--- src/qev_params.svh ---
// Functional notes
// - Each interrupt source has its own enable
// - Raw and masked interrupt views readable
// - Position readable, writable, counting continues from it
// - Index mode unaligned until first index
// - Increments predivided by 1 to 128
// - Accumulate over period, latch, then clear
// - Velocity needs velocity and encoder enable
// - Velocity read returns last completed period
// - Velocity off leaves position decoding running
// - Quadrature or clock/direction input, optional swap
// - Both phases changing flags phase error in quadrature mode
// - Index reloads zero forward, maximum reverse
// - Flags for index, timer, direction, error
`ifndef QEV_PARAMS_SVH
`define QEV_PARAMS_SVH

// ==========================================
// Register offsets
`define QEV_OFS_CTRL       8'h00
`define QEV_OFS_MAXPOS     8'h04
`define QEV_OFS_POS        8'h08
`define QEV_OFS_PERIOD     8'h0C
`define QEV_OFS_VEL        8'h10
`define QEV_OFS_VELRUN     8'h14
`define QEV_OFS_STATUS     8'h18
`define QEV_OFS_INT_EN     8'h1C
`define QEV_OFS_INT_RAW    8'h20
`define QEV_OFS_INT_MASKED 8'h24
`define QEV_OFS_INT_CLR    8'h28

// ==========================================
// Control register fields
`define QEV_CTRL_W         9
`define QEV_CTRL_EN        0
`define QEV_CTRL_CLKDIR    1
`define QEV_CTRL_SWAP      2
`define QEV_CTRL_BOTH      3
`define QEV_CTRL_RIDX      4
`define QEV_CTRL_VEN       5
`define QEV_CTRL_PDIV_LSB  6
`define QEV_CTRL_PDIV_MSB  8

// ==========================================
// Status and interrupt fields
`define QEV_STAT_DIR       0
`define QEV_STAT_ERR       1
`define QEV_INT_W          4
`define QEV_INT_ERR        0
`define QEV_INT_DIR        1
`define QEV_INT_TMR        2
`define QEV_INT_IDX        3

// ==========================================
// Reset values and bus constants
`define QEV_RST_MAXPOS     32'hFFFFFFFF
`define QEV_RST_PERIOD     32'h00000001
`define QEV_HTRANS_ACT_BIT 1
`define QEV_PIN_A          0
`define QEV_PIN_B          1
`define QEV_PIN_IDX        2

`endif

--- src/qev_pkg.sv ---
`include "qev_params.svh"
package qev_pkg;

	// ==========================================
	// Decoder state
	typedef struct packed {
		logic [2:0] sync1;     // First synchroniser stage
		logic [2:0] sync2;     // Second synchroniser stage
		logic [2:0] prev;      // Previous settled sample
		logic       step;      // One position increment
		logic       fwd;       // Direction of last increment
		logic       err;       // Both phases moved together
		logic       idx;       // Index rising edge
	} qev_dec_t;

	// ==========================================
	// Core state
	typedef struct packed {
		logic [31:0]              hrdata;     // Read data
		logic                     hreadyout;  // Bus ready
		logic                     hresp;      // Always OKAY
		logic                     irq;        // Interrupt line
		logic                     rd_pend;    // Read data phase
		logic                     wr_pend;    // Write data phase
		logic [7:0]               addr;       // Latched offset
		logic [`QEV_CTRL_W-1:0]   ctrl;       // Control bits
		logic [31:0]              maxpos;     // Position limit
		logic [31:0]              pos;        // Position count
		logic [31:0]              period;     // Velocity period
		logic [31:0]              vel;        // Latched velocity
		logic [31:0]              acc;        // Running velocity
		logic [31:0]              timer;      // Period tick count
		logic [7:0]               pre_cnt;    // Predivider count
		logic [`QEV_INT_W-1:0]    int_raw;    // Sticky flags
		logic [`QEV_INT_W-1:0]    int_en;     // Flag enables
		logic                     dir;        // 1 forward
	} qev_core_t;

	// Core reset value
	localparam qev_core_t QEV_CORE_RST = '{
		hreadyout: 1'b1,
		maxpos:    `QEV_RST_MAXPOS,
		period:    `QEV_RST_PERIOD,
		dir:       1'b1,
		default:   '0
	};

endpackage

--- src/qev_dec_if.sv ---
`timescale 1ns/1ps
// ==========================================
// Decoder to core carrier
interface qev_dec_if;
	logic clk_dir_mode;  // Clock and direction inputs
	logic swap;          // Swap phases before decode
	logic both_edges;    // Count both phase edges
	logic step;          // Increment pulse
	logic fwd;           // Increment direction
	logic phase_err;     // Phase error pulse
	logic index_hit;     // Index pulse
	modport decoder (input clk_dir_mode, swap, both_edges, output step, fwd, phase_err, index_hit);
	modport core (output clk_dir_mode, swap, both_edges, input step, fwd, phase_err, index_hit);
endinterface

--- src/qev_core.sv ---
`timescale 1ns/1ps
`include "qev_params.svh"
module qev_core
	import qev_pkg::*;
(
	input  wire logic        SYS_CLK,
	input  wire logic        RST_N,
	input  wire logic        HSEL,
	input  wire logic [31:0] HADDR,
	input  wire logic [1:0]  HTRANS,
	input  wire logic        HWRITE,
	input  wire logic [2:0]  HSIZE,
	input  wire logic [31:0] HWDATA,
	input  wire logic        HREADY,
	output logic      [31:0] HRDATA,
	output logic             HREADYOUT,
	output logic             HRESP,
	input  wire logic        PHASE_A_INPUT,
	input  wire logic        PHASE_B_INPUT,
	input  wire logic        INDEX_INPUT,
	output logic             INT_IRQ
);

	qev_core_t              cur;       // Registered state
	qev_core_t              next_cur;  // Next state
	logic                   accept;    // Address phase taken
	logic                   enc_on;    // Encoder enabled
	logic                   vel_on;    // Velocity running
	logic                   div_pulse; // Predivided increment
	logic                   pos_wr;    // Position write now
	logic [7:0]             pdiv_mask; // Predivider terminal
	logic [2:0]             pdiv_exp;  // Predivider exponent
	logic [`QEV_INT_W-1:0]  int_set;   // Events this cycle
	logic [`QEV_INT_W-1:0]  int_clr;   // Clears this cycle
	logic [31:0]            rdata;     // Read mux

	qev_dec_if dec ();

	// ==========================================
	// Phase decoder
	qev_decoder u_dec (
		.clk   (SYS_CLK),
		.rst_n (RST_N),
		.pins  ({INDEX_INPUT, PHASE_B_INPUT, PHASE_A_INPUT}),
		.dec   (dec)
	);

	// Decoder configuration
	assign dec.clk_dir_mode = cur.ctrl[`QEV_CTRL_CLKDIR];
	assign dec.swap = cur.ctrl[`QEV_CTRL_SWAP];
	assign dec.both_edges = cur.ctrl[`QEV_CTRL_BOTH];

	// ==========================================
	// Main next-state logic
	always_comb begin
		next_cur = cur;
		int_set = '0;
		int_clr = '0;
		div_pulse = 1'b0;
		rdata = '0;
		enc_on = cur.ctrl[`QEV_CTRL_EN];
		vel_on = enc_on && cur.ctrl[`QEV_CTRL_VEN];
		pdiv_exp = cur.ctrl[`QEV_CTRL_PDIV_MSB:`QEV_CTRL_PDIV_LSB];
		pdiv_mask = 8'((9'h001 << pdiv_exp) - 9'h001);
		pos_wr = cur.wr_pend && cur.addr == `QEV_OFS_POS;
		accept = HSEL && HTRANS[`QEV_HTRANS_ACT_BIT] && HREADY;

		// Position counting with wrap at the limit
		if (enc_on && dec.step) begin
			if (dec.fwd) begin
				next_cur.pos = (cur.pos == cur.maxpos) ? '0 : cur.pos + 32'h00000001;
			end else begin
				next_cur.pos = (cur.pos == '0) ? cur.maxpos : cur.pos - 32'h00000001;
			end
			next_cur.dir = dec.fwd;
			// Direction change event
			int_set[`QEV_INT_DIR] = dec.fwd != cur.dir;
		end
		// Index reload only once an index arrives
		if (enc_on && dec.index_hit) begin
			int_set[`QEV_INT_IDX] = 1'b1;
			if (cur.ctrl[`QEV_CTRL_RIDX]) begin
				next_cur.pos = cur.dir ? '0 : cur.maxpos;
			end
		end
		// Phase error event
		int_set[`QEV_INT_ERR] = enc_on && dec.phase_err;

		// Velocity predivider and period timer
		if (!vel_on) begin
			next_cur.timer = '0;
			next_cur.acc = '0;
			next_cur.pre_cnt = '0;
		end else begin
			if (dec.step) begin
				if (cur.pre_cnt == pdiv_mask) begin
					div_pulse = 1'b1;
					next_cur.pre_cnt = '0;
				end else begin
					next_cur.pre_cnt = cur.pre_cnt + 8'h01;
				end
			end
			// Period end latches the total and restarts
			if (cur.timer >= cur.period - 32'h00000001) begin
				next_cur.vel = cur.acc + 32'(div_pulse);
				next_cur.acc = '0;
				next_cur.timer = '0;
				int_set[`QEV_INT_TMR] = 1'b1;
			end else begin
				next_cur.timer = cur.timer + 32'h00000001;
				next_cur.acc = cur.acc + 32'(div_pulse);
			end
		end

		// Write data phase
		if (cur.wr_pend) begin
			case (cur.addr)
				`QEV_OFS_CTRL: begin
					next_cur.ctrl = HWDATA[`QEV_CTRL_W-1:0];
				end
				`QEV_OFS_MAXPOS: begin
					next_cur.maxpos = HWDATA;
				end
				`QEV_OFS_POS: begin
					next_cur.pos = HWDATA;
				end
				`QEV_OFS_PERIOD: begin
					next_cur.period = HWDATA;
				end
				`QEV_OFS_INT_EN: begin
					next_cur.int_en = HWDATA[`QEV_INT_W-1:0];
				end
				`QEV_OFS_INT_CLR: begin
					int_clr = HWDATA[`QEV_INT_W-1:0];
				end
				default: begin
					// Unmapped or read-only, ignored
				end
			endcase
		end

		// Read mux
		case (cur.addr)
			`QEV_OFS_CTRL:       rdata = 32'(cur.ctrl);
			`QEV_OFS_MAXPOS:     rdata = cur.maxpos;
			`QEV_OFS_POS:        rdata = cur.pos;
			`QEV_OFS_PERIOD:     rdata = cur.period;
			`QEV_OFS_VEL:        rdata = cur.vel;
			`QEV_OFS_VELRUN:     rdata = cur.acc;
			`QEV_OFS_STATUS:     rdata = 32'({cur.int_raw[`QEV_INT_ERR], cur.dir});
			`QEV_OFS_INT_EN:     rdata = 32'(cur.int_en);
			`QEV_OFS_INT_RAW:    rdata = 32'(cur.int_raw);
			`QEV_OFS_INT_MASKED: rdata = 32'(cur.int_raw & cur.int_en);
			default:             rdata = '0;
		endcase

		// Read data phase, raw view read clears
		if (cur.rd_pend) begin
			next_cur.hrdata = rdata;
			next_cur.hreadyout = 1'b1;
			if (cur.addr == `QEV_OFS_INT_RAW) begin
				int_clr = int_clr | cur.int_raw;
			end
		end

		// Address phase
		next_cur.wr_pend = accept && HWRITE;
		next_cur.rd_pend = accept && !HWRITE;
		if (accept) begin
			next_cur.addr = HADDR[7:0];
			next_cur.hreadyout = HWRITE;
		end

		// Sticky flags, a new event beats a clear
		next_cur.int_raw = (cur.int_raw & ~int_clr) | int_set;
		// Response is always OKAY
		next_cur.hresp = 1'b0;
		// Interrupt follows the next flag state, no extra cycle of lag
		next_cur.irq = |(next_cur.int_raw & next_cur.int_en);
	end

	// State register
	always_ff @(posedge SYS_CLK or negedge RST_N) begin
		if (!RST_N) begin
			cur <= QEV_CORE_RST;
		end else begin
			cur <= next_cur;
		end
	end

	// Registered outputs
	assign HRDATA = cur.hrdata;
	assign HREADYOUT = cur.hreadyout;
	assign HRESP = cur.hresp;
	assign INT_IRQ = cur.irq;
endmodule

--- src/qev_decoder.sv ---
`timescale 1ns/1ps
`include "qev_params.svh"
module qev_decoder
	import qev_pkg::*;
(
	input  wire logic clk,
	input  wire logic rst_n,
	input  wire logic [2:0] pins,
	qev_dec_if.decoder dec
);

	qev_dec_t cur;       // Registered state
	qev_dec_t next_cur;  // Next state
	logic     a;         // Current phase A after swap
	logic     b;         // Current phase B after swap
	logic     pa;        // Previous phase A
	logic     pb;        // Previous phase B
	logic     da;        // Phase A changed
	logic     db;        // Phase B changed

	// ==========================================
	// Sampling and decode
	always_comb begin
		next_cur = cur;
		next_cur.sync1 = pins;
		next_cur.sync2 = cur.sync1;
		next_cur.prev = cur.sync2;
		// Optional swap of the phases
		a = dec.swap ? cur.sync2[`QEV_PIN_B] : cur.sync2[`QEV_PIN_A];
		b = dec.swap ? cur.sync2[`QEV_PIN_A] : cur.sync2[`QEV_PIN_B];
		pa = dec.swap ? cur.prev[`QEV_PIN_B] : cur.prev[`QEV_PIN_A];
		pb = dec.swap ? cur.prev[`QEV_PIN_A] : cur.prev[`QEV_PIN_B];
		da = a ^ pa;
		db = b ^ pb;
		next_cur.step = 1'b0;
		next_cur.err = 1'b0;
		if (dec.clk_dir_mode) begin
			// Rising clock counts, high direction is reverse
			if (a && !pa) begin
				next_cur.step = 1'b1;
				next_cur.fwd = !b;
			end
		end else begin
			// Both phases at once is an error
			next_cur.err = da && db;
			if ((da && !db) || (db && !da && dec.both_edges)) begin
				next_cur.step = 1'b1;
				next_cur.fwd = da ? (a ^ b) : !(a ^ b);
			end
		end
		// Index rising edge
		next_cur.idx = cur.sync2[`QEV_PIN_IDX] && !cur.prev[`QEV_PIN_IDX];
	end

	// State register
	always_ff @(posedge clk or negedge rst_n) begin
		if (!rst_n) begin
			cur <= '0;
		end else begin
			cur <= next_cur;
		end
	end

	// Outputs to the core
	assign dec.step = cur.step;
	assign dec.fwd = cur.fwd;
	assign dec.phase_err = cur.err;
	assign dec.index_hit = cur.idx;
endmodule

--- config.mk ---
export PLATFORM = sky130hd
export DESIGN_NAME = qev_core
export DESIGN_NICKNAME = d
export VERILOG_FILES = /design/src/qev_pkg.sv /design/src/qev_dec_if.sv /design/src/qev_core.sv /design/src/qev_decoder.sv
export VERILOG_INCLUDE_DIRS = /design/src
export SDC_FILE = /design/constraint.sdc
export NUM_CORES = 1
export LEC_CHECK = 0
export ABC_AREA = 1
export BUFFER_PORTS_ARGS = -buffer_cell sky130_fd_sc_hd__buf_4
export CAP_MARGIN = 20
export CORE_UTILIZATION = 54
export CTS_CLUSTER_SIZE = 16
export DETAILED_ROUTE_END_ITERATION = 6
export PLACE_DENSITY = 0.69
export SYNTH_ARGS = -nofsm -noshare
export SYNTH_HDL_FRONTEND = slang
export SYNTH_SLANG_ARGS = --single-unit
--- constraint.sdc ---
create_clock -name SYS_CLK -period 4.2 [get_ports SYS_CLK]
set_input_delay 0.63 -clock SYS_CLK [delete_from_list [all_inputs] [get_ports SYS_CLK]]
set_output_delay 0.63 -clock SYS_CLK [all_outputs]
set_load 0.005 [all_outputs]
[After elaboration in Yosys (flattened, before gate mapping)]
Cells that the tools add are included.
Cells by class
  multiplexer cells: 39
  shift operators: 1
  reduce and logical (&&, ||, !) cells: 32
  bitwise logic cells: 9
  $add $sub $neg: 7
  equality and inequality tests: 15
  $lt $le $gt $ge: 1
Operators by type and width (number)
  32-bit one-hot mux with 10 select lines: 1
  32-bit two-way mux: 9
  64-bit two-way mux: 2
  72-bit two-way mux: 1
  32-bit by 1-bit adder with 32-bit output (second input constant): 2
  32-bit by 1-bit subtractor with 32-bit output (second input constant): 2
  32-bit by 1-bit adder with 32-bit output: 1
  32-bit equality test: 1
  8-bit by 5-bit equality test with 1-bit output (second input constant): 4
  32-bit >= comparator: 1
  32-bit zero test: 1
  8-bit by 6-bit equality test with 1-bit output (second input constant): 3
  4-bit two-way mux: 6
  8-bit by 4-bit equality test with 1-bit output (second input constant): 2
  8-bit two-way mux: 2
  1-bit two-way mux: 15
  1-bit logical AND: 14
  4-bit bitwise AND: 3
  2-bit AND reduction: 5
  8-bit by 1-bit adder with 8-bit output (second input constant): 1
  8-bit by 3-bit equality test with 1-bit output (second input constant): 1
  8-bit equality test: 1
  8-bit zero test: 1
  4-bit OR: 2
  other kinds (11): 23
Storage, ports and cells
  bits in registers: 275
  bits of input ports: 77

[Longest topological paths before layout]
  depth after elaboration: 11
  mapped depth: 23

[Modules after synthesis]
Synthesis repeated with hierarchy kept, for this count alone.
Second synthesis, totals
  cell total of the unflattened synthesis: 2641
  area total of the unflattened synthesis: 18676.7 um^2
By module, submodules not included
  qev_core: seq. area each 6600.1 um^2, area an instance 18117.4 um^2, times used 1, cells each 2581
  qev_decoder: seq. area each 325.3 um^2, area an instance 559.3 um^2, times used 1, cells each 60

[Worst setup path before layout]
No wires, ideal clock.
  path kind: register to register
  start point: register cur[217] (netlist bit)
  end point: register cur[101] (netlist bit)
  cell stages (with the launch flop): 22
  arrival time: 3.114 ns
  buffers on the path: 0
  path slack: 0.958 ns
  library setup time: 0.127 ns
  required time: 4.073 ns
  clock period less this slack: 3.242 ns
  cells stage by stage: dfrtp_1 > inv_1 > nand3_1 > ha_1 > inv_1 > nor2_1 > nor3_1 > xor2_1 > nor2_1 > nand4_2 > nor2_1 > ha_1 > ha_1 > nand2_1 > nor2_1 > nand2_1 > nor2_1 > nand3_2 > nand3b_1 > nor2_1 > xor2_1 > o21ai_0
Between the ends
  cells in the longest elaborated chain, start to end: 7
Ends and longest elaborated chain
  from (decl): line qev_core.sv:24  | qev_core_t cur;
  from (signal assigned): line qev_core.sv:187  | cur <= next_cur;
  1-bit by 3-bit << shifter with 8-bit output: line qev_core.sv:64  | pdiv_mask = 8'((9'h001 << pdiv_exp) - 9'h001);
  8-bit by 1-bit subtractor with 8-bit output: line qev_core.sv:64
  8-bit equality test: line qev_core.sv:96  | if (cur.pre_cnt == pdiv_mask) begin
  1-bit two-way mux: line qev_core.sv:96
  1-bit two-way mux: line qev_core.sv:95  | if (dec.step) begin
  1-bit two-way mux: line qev_core.sv:90  | if (!vel_on) begin
  32-bit by 1-bit adder with 32-bit output: line qev_core.sv:105  | next_cur.vel = cur.acc + 32'(div_pulse);
No other way between the ends. The select of a mux whose other input is x is not followed.
A chain may end at the register's enable or synchronous reset.

[Worst setup path in the final report]
  start point: register cur[113] (netlist bit)
  end point: register cur[101] (netlist bit)
Between the ends
  cells in the longest elaborated chain, start to end: 3
Ends and longest elaborated chain
  32-bit by 1-bit subtractor with 32-bit output: line qev_core.sv:104  | if (cur.timer >= cur.period - 32'h00000001) begin
  32-bit >= comparator: line qev_core.sv:104
  2-bit AND reduction (no source line)
No other way between the ends.

==> metrics <==
worst-path cell chain=inv_1 > ha_1 > nand3_1 > nor2_1 > nand4_1 > nor4_1 > nand3_1 > xor2_1 > ha_1 > nand2_1 > nor2_1 > inv_1 > nor2_1 > a21oi_1 > nand3_1 > nand2_2 > buf_4 > o21ai_0; clk sinks=approximately 280; largest net degree at the start of global routing=approximately 100; Synth Area in Compound Gates=0.125; Core Box Area=between 30000 and 40000 sq um; R2R cell count=18; Crit path depth=18; Crit path largest cell delay=between 400 and 500 ps; residual overflow from global routing=0; Final Max Slew Viols=0; worst slew pin tran=about 940 ps; first-iteration detailed-routing DRC count=around 1500; clk_skew=between 20 and 25 ps; Post-Place Cells=roughly 3000; layout cells sized above 1=0.102; Syn Nets=roughly 2700; Mean Syn Cell Area=7.13 sq um; Non-Filler Instances=approximately 3000; worst path bufs/invs=3; final worst path period need=about 3800 ps; sequential cell area fraction in the yosys report=0.379; flop-to-flop setup slack=between 300 and 400 ps; maximum VDD drop=approximately 0.34 mV; Clk Latency, worst-skew pair=approximately 530 ps; initial antenna violation count=0; Sum Neg Setup Slack=0 ps; Yosys top cell by area=dfrtp_1; post-DR vias/cell=between 5 and 6; TritonCTS Buffers=34; gr usage total=0.352; CTS Hold Bufs=0; Relative slew margins=0.374; H-Tree Level Count=2; RR Startpoint=cur[113]$_DFFE_PN1P_; status=completed; total power=a little over 7 mW; Reg clk slew, reported paths=60 ps; Via Count=between 15000 and 20000; nets=around 2700; die height=approximately 190 um; Setup CP Type=reg -> reg; num ports=around 110; Root Buffer=clkbuf_16; crit path DAT=between 4000 and 5000 ps; Hold WC Path Type=in -> async; post-synth design cell area=~18000 sq um; Cell Rows=66; Area Growth Syn to Fin=9.89%; reg2reg end=cur[101]$_DFFE_PN0P_; drt first pass iters=7; Yosys warnings=0; GPL Wtd Cong=between 0.9 and 1; FMAX=260 MHz; mux cell area share after synthesis=0.000617; ant diodes=0; power density cells=~360 nW/um^2; register bit count reported by yosys=275; vias in the first global route=16400; CP Data Required Time=roughly 4600 ps; maximum buffer depth of the clock tree=3; final hold vios=0; Crit Path Max Fanout=44; CP max stage cell=nor4_1; element type at the critical path start=register; die width=around 190 um; post-synthesis simple-gate area fraction=0.302; wire length per cell=a little under 20 um; routed wire length=between 50000 and 60000 um; RSZ-0062 raised after global routing=no; top area cells in the synthesized netlist=dfrtp_1 (33%), nand2_1 (14%), nor2_1 (6.4%), o21ai_0 (6.0%), inv_1 (5.1%); Port Buf Inserts=a little over 80; Post-Synth XOR/XNOR Area=0.0695; CTS tree=built; Cells after Synth=roughly 2600; full die area=about 35000 sq um; main combinational cell family by area after synthesis=simple AND/OR/NAND/NOR gates; Final ANT Viol Nets=0; final period utilization=0.915; Synth cell types=between 50 and 60; drc violations=0; dpl hpwl=44400 um; CP endpoint kind=register; final setup vio count=0; post-synthesis adder-cell area fraction=0.0288; Largest delay share family, worst path=simple AND/OR/NAND/NOR gates; Max Cap Violations=0; Initial Util=0.556; first-pass GRT wire length=91500 um; Leak=9.85 nW; top cell type's share of synthesized area=0.329
worst max-delay path by stage:
stage	slack, ps	from	endpoint
global route	20	cur[216]$_DFFE_PN0P_	cur[101]$_DFFE_PN0P_
floorplan	960	cur[217]$_DFFE_PN0P_	cur[101]$_DFFE_PN0P_
global placement	450	cur[217]$_DFFE_PN0P_	cur[101]$_DFFE_PN0P_
CTS	380	cur[217]$_DFFE_PN0P_	cur[101]$_DFFE_PN0P_
finish	360	cur[113]$_DFFE_PN1P_	cur[101]$_DFFE_PN0P_
detailed placement	400	cur[217]$_DFFE_PN0P_	cur[101]$_DFFE_PN0P_
synth_stat cells, drive strengths merged:
cell     instances
inv            258
a21oi           85
buf             82
nor3b            6
nor4            10
dfrtp          240
nand3          156
o22ai           23
xor2           106
clkbuf          58
nor3            53
nor2           334
nand2          678
o221ai           3
nand4           34
a41oi            1
o21ai          254
and3             3
ha              42
nand3b           6
o31ai            2
a211oi          11
mux2             1
clkinv           4
conb             1
o211ai           3
dfstp           35
a21boi           1
a31oi            8
xnor2           39
o21a             4
o21bai          10
o2111ai         12
cell families after synthesis:
family,Yosys count
AOI/OAI and AO/OA,417
adders and majority gates,42
DFF,275
buffers and inverters,402
other,1
muxes,1
xor gates and xnor gates,145
and+or+nand+nor,1280
metal layers:
metal	up-vias	share of wire	track usage
li1	8278	-	-
met1	8043	0.42	0.449
met2	729	0.45	0.563
met3	149	0.073	0.0648
met4	0	0.057	0.191
met5	-	0	0
power breakdown:
part	internal, mW	leakage (nW)	switching [mW]
Sequential	2.79	3.32	0.254
Combinational	0.412	6.01	0.803
Clock	1.71	0.523	1.18
Total	4.92	9.85	2.23
cell type report:
class / instances / area [sq um]
Multi-Input combinational cell: 1886 / 9610
Clock inverter: 9 / 88.8
Sequential cell: 275 / 6930
Tap cell: 442 / 553
Clock buffer: 52 / 1000
Fill cell: 3090 / 12800
Timing Repair Buffer: 115 / 908
Inverter: 262 / 983
cell usage in the layout (no fill, tap or decap), types with 11 or more instances in the layout:
| cell type | instances |
|---|---|
| nand3_1 | 152 |
| buf_4 | 111 |
| a211oi_1 | 11 |
| nor3_1 | 44 |
| xnor2_1 | 39 |
| nor2_2 | 14 |
| o2111ai_1 | 12 |
| nand4_1 | 31 |
| inv_1 | 249 |
| xor2_1 | 106 |
| o21ai_0 | 219 |
| nor2_1 | 311 |
| nand2_1 | 666 |
| dfrtp_1 | 240 |
| o22ai_1 | 23 |
| o21ai_1 | 34 |
| dfstp_2 | 35 |
| clkbuf_16 | 35 |
| a21oi_1 | 85 |
| clkbuf_1 | 11 |
| ha_1 | 42 |
what timing repair did:
action,in CTS,in global routing
gates resized for setup,0,1
endpoints found under the hold margin,0,0
endpoints found under the setup margin,0,1
setup buffers,0,0
worst reg2reg max path, stage by stage (launching register included):
cell and delay (ps):
dfstp_2 380, inv_1 90, ha_1 200, nand3_1 120, nor2_1 220, nand4_1 250
nor4_1 480, nand3_1 160, xor2_1 180, ha_1 270, nand2_1 80, nor2_1 60
inv_1 80, nor2_1 40, a21oi_1 300, nand3_1 150, nand2_2 90, buf_4 370
o21ai_0 190
registers in the layout, summed over array words and instances, names as in the netlist:
register / cells
HRDATA: 32
HREADYOUT: 1
INT_IRQ: 1
cur: 228
u_dec.cur: 9
u_dec.dec.fwd: 1
u_dec.dec.index_hit: 1
u_dec.dec.phase_err: 1
u_dec.dec.step: 1
per-stage QoR:
step | cell area (sq um) | hold WS [ps] | utilization | setup WS (ps)
after floorplan | 18300 | 331 | - | 958
after global routing | 20100 | 209 | 0.611 | 23.6
final | 20100 | 143 | 0.611 | 357
after detailed placement | 19000 | 338 | 0.577 | 395
after global placement | 19000 | 338 | 0.577 | 451
after CTS | 20100 | 168 | 0.611 | 378
Note: power is estimated with default switching activity, not from simulation.
